### config.mk
export PLATFORM = sky130hd
export DESIGN_NAME = error_inject_and_indirect_access
export DESIGN_NICKNAME = d
export VERILOG_FILES = /design/src/errinj_pkg.sv /design/src/corr_inject.sv /design/src/error_inject_and_indirect_access.sv /design/src/global_addr_reg.sv
export SDC_FILE = /design/constraint.sdc
export NUM_CORES = 1
export LEC_CHECK = 0
export ABC_CLOCK_PERIOD_IN_PS = 2250
export BUFFER_PORTS_ARGS = -buffer_cell sky130_fd_sc_hd__buf_2
export CORE_ASPECT_RATIO = 1.1
export CORE_MARGIN = 8
export CORE_UTILIZATION = 45
export CTS_CLUSTER_DIAMETER = 50
export CTS_CLUSTER_SIZE = 30
export DETAILED_ROUTE_END_ITERATION = 8
export PLACE_DENSITY = 0.84
export SETUP_SLACK_MARGIN = 0.3
export SYNTH_ARGS = -nofsm -noshare
export SYNTH_HDL_FRONTEND = slang
export SYNTH_SLANG_ARGS = --single-unit
### constraint.sdc
create_clock -name sys_clk_in -period 2.25 [get_ports sys_clk_in]
set_clock_uncertainty 0.05 [all_clocks]
set_input_delay 0.225 -clock sys_clk_in [delete_from_list [all_inputs] [get_ports sys_clk_in]]
set_output_delay 0.225 -clock sys_clk_in [all_outputs]
set_load 0.005 [all_outputs]
### src/errinj_pkg.sv
// shared constants and carrier types for the error inject and indirect access block
package errinj_pkg;
	localparam logic [11:0] CORR_INJECT_OFFSET = 12'hD94;
	localparam logic [11:0] GLOBAL_ADDR_OFFSET = 12'hFF8;
	localparam logic [11:0] GLOBAL_DATA_OFFSET = 12'hFFC;
	localparam int RECEIVER_ERROR_POS = 0;
	localparam int BAD_PACKET_POS = 6;
	localparam int BAD_LINK_PACKET_POS = 7;
	localparam int REPLAY_ROLLOVER_POS = 8;
	localparam int REPLAY_TIMEOUT_POS = 12;
	localparam int INTERNAL_ERROR_POS = 14;
	localparam int HEADER_LOG_FULL_POS = 15;
	localparam logic [31:0] CORR_TRIGGER_MASK = 32'h0000D1C1;
	localparam int TARGET_LSB = 2;
	localparam int TARGET_MSB = 18;
	localparam logic [31:0] GLOBAL_ADDR_MASK = 32'h0007FFFC;
	localparam logic [31:0] RESET_VALUE = 32'h00000000;
	localparam int GLOBAL_LATENCY = 1;

	// one configuration or sideband access, valid for one cycle
	typedef struct packed
	{
		logic valid;
		logic write;
		logic from_smbus;
		logic [11:0] offset;
		logic [3:0] byte_en;
		logic [31:0] wdata;
	} cfg_req_t;

	typedef struct packed
	{
		logic valid;
		logic write;
		logic [16:0] target;
		logic [3:0] byte_en;
		logic [31:0] wdata;
	} global_req_t;
endpackage

### src/corr_inject.sv
`timescale 1ns/1ps
// one-shot trigger pulses toward the correctable error status register
module corr_inject
(
	input wire logic sys_clk_in,
	input wire logic rstn_in,
	input wire logic write_in,
	input wire logic [31:0] wdata_in,
	input wire logic [3:0] byte_en_in,
	output logic [31:0] set_pulse_out
);
	logic [31:0] lane_mask;
	logic [31:0] next_pulse;

	assign lane_mask = {{8{byte_en_in[3]}}, {8{byte_en_in[2]}}, {8{byte_en_in[1]}},
		{8{byte_en_in[0]}}};
	// reserved bits never reach the status register
	assign next_pulse = write_in ? (wdata_in & lane_mask & errinj_pkg::CORR_TRIGGER_MASK)
		: errinj_pkg::RESET_VALUE;

	always_ff @(posedge sys_clk_in)
	begin
		if (!rstn_in)
			set_pulse_out <= errinj_pkg::RESET_VALUE;
		else
			set_pulse_out <= next_pulse;
	end
endmodule

### src/error_inject_and_indirect_access.sv
`timescale 1ns/1ps
// bridge function register extension: correctable error injection and global window
//
// Contract
// - writing one to bit 0 sets receiver error status bit.
// - writing one to bit 6 sets bad packet status bit.
// - writing one to bit 7 sets bad link packet status bit.
// - writing one to bit 8 sets replay rollover status bit.
// - writing one to bit 12 sets replay timeout status bit.
// - writing one to bit 14 sets internal error status bit.
// - writing one to bit 15 sets header log overflow status bit.
// - trigger register always reads zero; writes are one-shot pulses.
// - address register bits 18:2 hold the global target address.
// - data register read returns selected global register contents.
// - data register write updates the selected global register.
// - window byte enables equal those of the data register access.
// - sideband data register reads return zero; sideband writes do nothing.
module error_inject_and_indirect_access
(
	input wire logic sys_clk_in,
	input wire logic rstn_in,
	input wire errinj_pkg::cfg_req_t req_in,
	output logic rsp_valid_out,
	output logic [31:0] rsp_rdata_out,
	output errinj_pkg::global_req_t global_req_out,
	input wire logic global_rsp_valid_in,
	input wire logic [31:0] global_rsp_rdata_in,
	output logic [31:0] corr_status_set_out
);
	// ----------------------------------------
	// state
	// ----------------------------------------
	typedef enum logic [1:0]
	{
		IDLE = 2'b00,
		WAIT_GLOBAL = 2'b01
	} state_t;

	state_t state;
	state_t next_state;
	logic [16:0] target;
	logic hit_inject;
	logic hit_addr;
	logic hit_data;
	logic local_done;
	logic go_global;
	logic [31:0] local_rdata;
	logic next_rsp_valid;
	logic [31:0] next_rsp_rdata;
	errinj_pkg::global_req_t next_global_req;

	// ----------------------------------------
	// decode
	// ----------------------------------------
	assign hit_inject = req_in.offset == errinj_pkg::CORR_INJECT_OFFSET;
	assign hit_addr = req_in.offset == errinj_pkg::GLOBAL_ADDR_OFFSET;
	assign hit_data = req_in.offset == errinj_pkg::GLOBAL_DATA_OFFSET;
	// only host accesses of the data register go out; sideband ones stay local
	assign go_global = state == IDLE && req_in.valid && hit_data && !req_in.from_smbus;
	assign local_done = state == IDLE && req_in.valid && !go_global;
	// inject reads zero, data over sideband reads zero, unmapped reads zero
	assign local_rdata = hit_addr ? {13'h0000, target, 2'h0}
		: errinj_pkg::RESET_VALUE;

	// ----------------------------------------
	// register parts
	// ----------------------------------------
	corr_inject u_inject
	(
		.sys_clk_in(sys_clk_in),
		.rstn_in(rstn_in),
		.write_in(local_done && req_in.write && hit_inject),
		.wdata_in(req_in.wdata),
		.byte_en_in(req_in.byte_en),
		.set_pulse_out(corr_status_set_out)
	);

	global_addr_reg u_addr
	(
		.sys_clk_in(sys_clk_in),
		.rstn_in(rstn_in),
		.write_in(local_done && req_in.write && hit_addr),
		.wdata_in(req_in.wdata),
		.byte_en_in(req_in.byte_en),
		.target_out(target)
	);

	// ----------------------------------------
	// window sequencing
	// ----------------------------------------
	// one access in flight; requests arriving while waiting are not taken
	always_comb
	begin
		next_state = state;
		next_rsp_valid = 1'b0;
		next_rsp_rdata = errinj_pkg::RESET_VALUE;
		next_global_req = '0;
		case (state)
			IDLE:
			begin
				if (go_global)
				begin
					next_state = WAIT_GLOBAL;
					next_global_req.valid = 1'b1;
					next_global_req.write = req_in.write;
					next_global_req.target = target;
					next_global_req.byte_en = req_in.byte_en;
					next_global_req.wdata = req_in.wdata;
				end
				else if (local_done)
				begin
					next_rsp_valid = 1'b1;
					next_rsp_rdata = req_in.write ? errinj_pkg::RESET_VALUE : local_rdata;
				end
			end
			WAIT_GLOBAL:
			begin
				if (global_rsp_valid_in)
				begin
					next_state = IDLE;
					next_rsp_valid = 1'b1;
					next_rsp_rdata = global_rsp_rdata_in;
				end
			end
			default:
				next_state = IDLE;
		endcase
	end

	always_ff @(posedge sys_clk_in)
	begin
		if (!rstn_in)
		begin
			state <= IDLE;
			rsp_valid_out <= 1'b0;
			rsp_rdata_out <= errinj_pkg::RESET_VALUE;
			global_req_out <= '0;
		end
		else
		begin
			state <= next_state;
			rsp_valid_out <= next_rsp_valid;
			rsp_rdata_out <= next_rsp_rdata;
			global_req_out <= next_global_req;
		end
	end
endmodule

### src/global_addr_reg.sv
`timescale 1ns/1ps
// target address holder for the indirect global window
module global_addr_reg
(
	input wire logic sys_clk_in,
	input wire logic rstn_in,
	input wire logic write_in,
	input wire logic [31:0] wdata_in,
	input wire logic [3:0] byte_en_in,
	output logic [16:0] target_out
);
	logic [31:0] merged;
	logic [31:0] current;

	assign current = {13'h0000, target_out, 2'h0};
	assign merged = {byte_en_in[3] ? wdata_in[31:24] : current[31:24],
		byte_en_in[2] ? wdata_in[23:16] : current[23:16],
		byte_en_in[1] ? wdata_in[15:8] : current[15:8],
		byte_en_in[0] ? wdata_in[7:0] : current[7:0]};

	always_ff @(posedge sys_clk_in)
	begin
		if (!rstn_in)
			target_out <= 17'h00000;
		else if (write_in)
			target_out <= merged[errinj_pkg::TARGET_MSB:errinj_pkg::TARGET_LSB];
	end
endmodule

==> reports/metrics.yaml <==
run_status:
  status: "complete, no violations"
clock_tree:
  cts_buffer_depth: 2
  clock-root-buffer: "clkbuf_8"
  htreeDepth: 4
  cts_tree: "built"
  postCtsSetupBuffers: 0
  numCtsBuffers: 17
  cts.sinks: 113
  clkLatencyLatePin_ns: 0.49
  path_clk_slew_ns: 0.06
place:
  routabilityCongestion: 0.703
  port_buffers: 180
  dpl.hpwl_um: 7720
power_and_ir_drop:
  ir_drop_v: 0.000546
  powerDensity_mw_per_mm2: 833
  p_leak_nw: 2.99
routing:
  drt-initial-drc-count: 83
  ant_nets: 0
  routed_wl_um: 11400
  vias: 3232
  wire_per_inst_um: 15.9
  drtPass1Iterations: 4
  drc: 0
  via_per_inst: 4.51
yosys:
  synth_cell_types: 30
  synth_most_common_cell: "dfxtp_1"
  postSynthAreaPerCell_um2: 11.5
  synthTopCellsByArea: "dfxtp_1, and2_1, buf_4"
  ys_seq_area_frac: 0.592
  yosys_warnings: 0
  synth-seq-cells: 113
  ys.flop_type: "dfxtp_1"
  synth_edf_count: 0
  synthCells: 333
  netlist_top_cells_count: "dfxtp_1, and2_1, nand2_1, buf_4"
  yosysTopAreaCell: "dfxtp_1"
  yosys.area.top_type_share: 0.592
  synth_area_mm2: 0.00382
  async_flop_share: 0
global_routing:
  gr-usage-all-layers: 0.197
  antenna_found_initial: 0
  grt_pass1_vias: 3648
  grt_max_degree: 34
  gr-total-overflow: 0
  grt_pass1_wl_um: 18400
timing:
  worst_pin_slew_ns: 1.09
  fmax_ghz: 0.553
  final-hold-violation-count: 0
  period_needed_ns: 1.81
  fin_crit_sh: 0.804
  finalSetupViolations: 0
  slew_viol_final: 0
  fin_hold_ws_ns: 0.0250
  slew_headroom: 0.271
  fin_tns_setup_ns: 0
  rsz0062_at_grt: "false"
floorplan:
  start_util: 0.459
  dieArea_mm2: 0.0117
  io_pins: 206
  core_area_mm2: 0.00832
  die_x_um: 104
  die_h_um: 113
  rows: 35
finish:
  diodes: 0
  drive_above_1_share: 0.377
  nNetsFinal: 678
  synthToLayoutAreaGrowth_pct: 58.3
worst_setup_path:
  critPathArrivalTime_ns: 2.19
  cp_data_required_time_ns: 2.63
  path_cells: "dlygate4sd3_1 -> buf_2 -> nand4b_4 -> or2_4 -> nor4_1 -> dlygate4sd3_1"
  crit_top_cell: "dlygate4sd3_1"
  slowest_delay_ns: 0.57
  critPathCaptureType: "register"
  critPathKind: "input pin to register"
  cp_slowest_cell: "dlygate4sd3_1"
  worstPathMaxFanout: 7
  worst_setup_path_start_kind: "input pin"
job:
  cap_violations: 0
worst_hold_path:
  hold_class: "input pin to register"
-- registers in the layout, summed over array words and instances, names as in the netlist --
signal / count
global_req_out: 55
rsp_rdata_out: 32
u_addr.target_out: 17
u_inject.set_pulse_out: 7
rsp_valid_out: 1
state: 1
-- metal layers --
layer / track usage / up-vias / part of all wire
li1: - / 1571 / -
met1: 0.187 / 1515 / 0.37
met2: 0.376 / 144 / 0.55
met3: 0.0791 / 2 / 0.074
met4: 0.0647 / 0 / 0.0048
met5: 0 / - / 0
-- worst paths after layout --
kind	startpoint	endpoint	slack (ns)	cells past startpoint
worst min-delay path	global_rsp_valid_in	state[0]	0.02	3
worst max-delay path	req_in[50]	u_inject.set_pulse_out[6]	0.44	6
worst min register to register	u_addr.target_out[9]	u_addr.target_out[9]	0.41	2
worst max register to register	state[0]	u_inject.set_pulse_out[6]	0.44	4
-- through the flow --
stage | util | cell area (um2) | power, mW | cells | worst slack (ns)
after floorplan | - | 3910 | 2.13 | 357 | 0.725
after global placement | 0.566 | 4710 | 2.19 | 613 | 0.554
after detailed placement | 0.566 | 4710 | 2.19 | 613 | 0.517
after CTS | 0.727 | 6050 | 5.08 | 716 | 0.356
after global routing | 0.727 | 6050 | 5.23 | 716 | 0.329
final | 0.727 | 6050 | 5.04 | 716 | 0.440
-- worst max-delay path, delay by kind of cell --
kind / cells / cell delay (ns)
simple gates: 3 / 0.74
buf+inv: 3 / 1.23
-- layout make-up --
cell class,count,area (um2)
clock buffer,18,428
clock inverter,14,203
fill,595,2270
inverter,9,33.8
multi-input combinational,194,1330
sequential,113,2260
tap,111,139
timing repair buffer,257,1660
-- logic make-up after synthesis --
group,synth area share
muxes,0.0445
AOI/OAI and AO/OA,0.0429
buffers and inverters,0.0845
other,0.000981
and+or+nand+nor,0.235
DFF,0.592
-- placed cells by master, fill, tap and decap left out, types with 6 or more instances in the layout --
cell type,n
clkbuf_16,16
a22o_1,17
buf_4,6
mux2i_1,17
dlygate4sd3_1,71
and2_1,69
nand2_1,34
buf_2,180
conb_1,25
inv_1,9
dfxtp_1,113
nor4_1,8
-- power by group --
group          internal (mW)  total, mW  switching, mW  leakage (nW)
clock                   1.85       2.79          0.941         0.307
sequential              2.00       2.00       0.000180         0.910
combinational          0.150      0.250          0.100          1.77
total                   4.00       5.04           1.04          2.99
-- timing repair --
| action | 4_1_cts | 5_1_grt |
|---|---|---|
| hold endpoints to repair | 94 | 0 |
| endpoints found under the setup margin | 0 | 1 |
| hold buffers | 71 | 0 |
| gates resized for setup | 0 | 1 |
No activity file was read; power rests on OpenSTA's default activity.
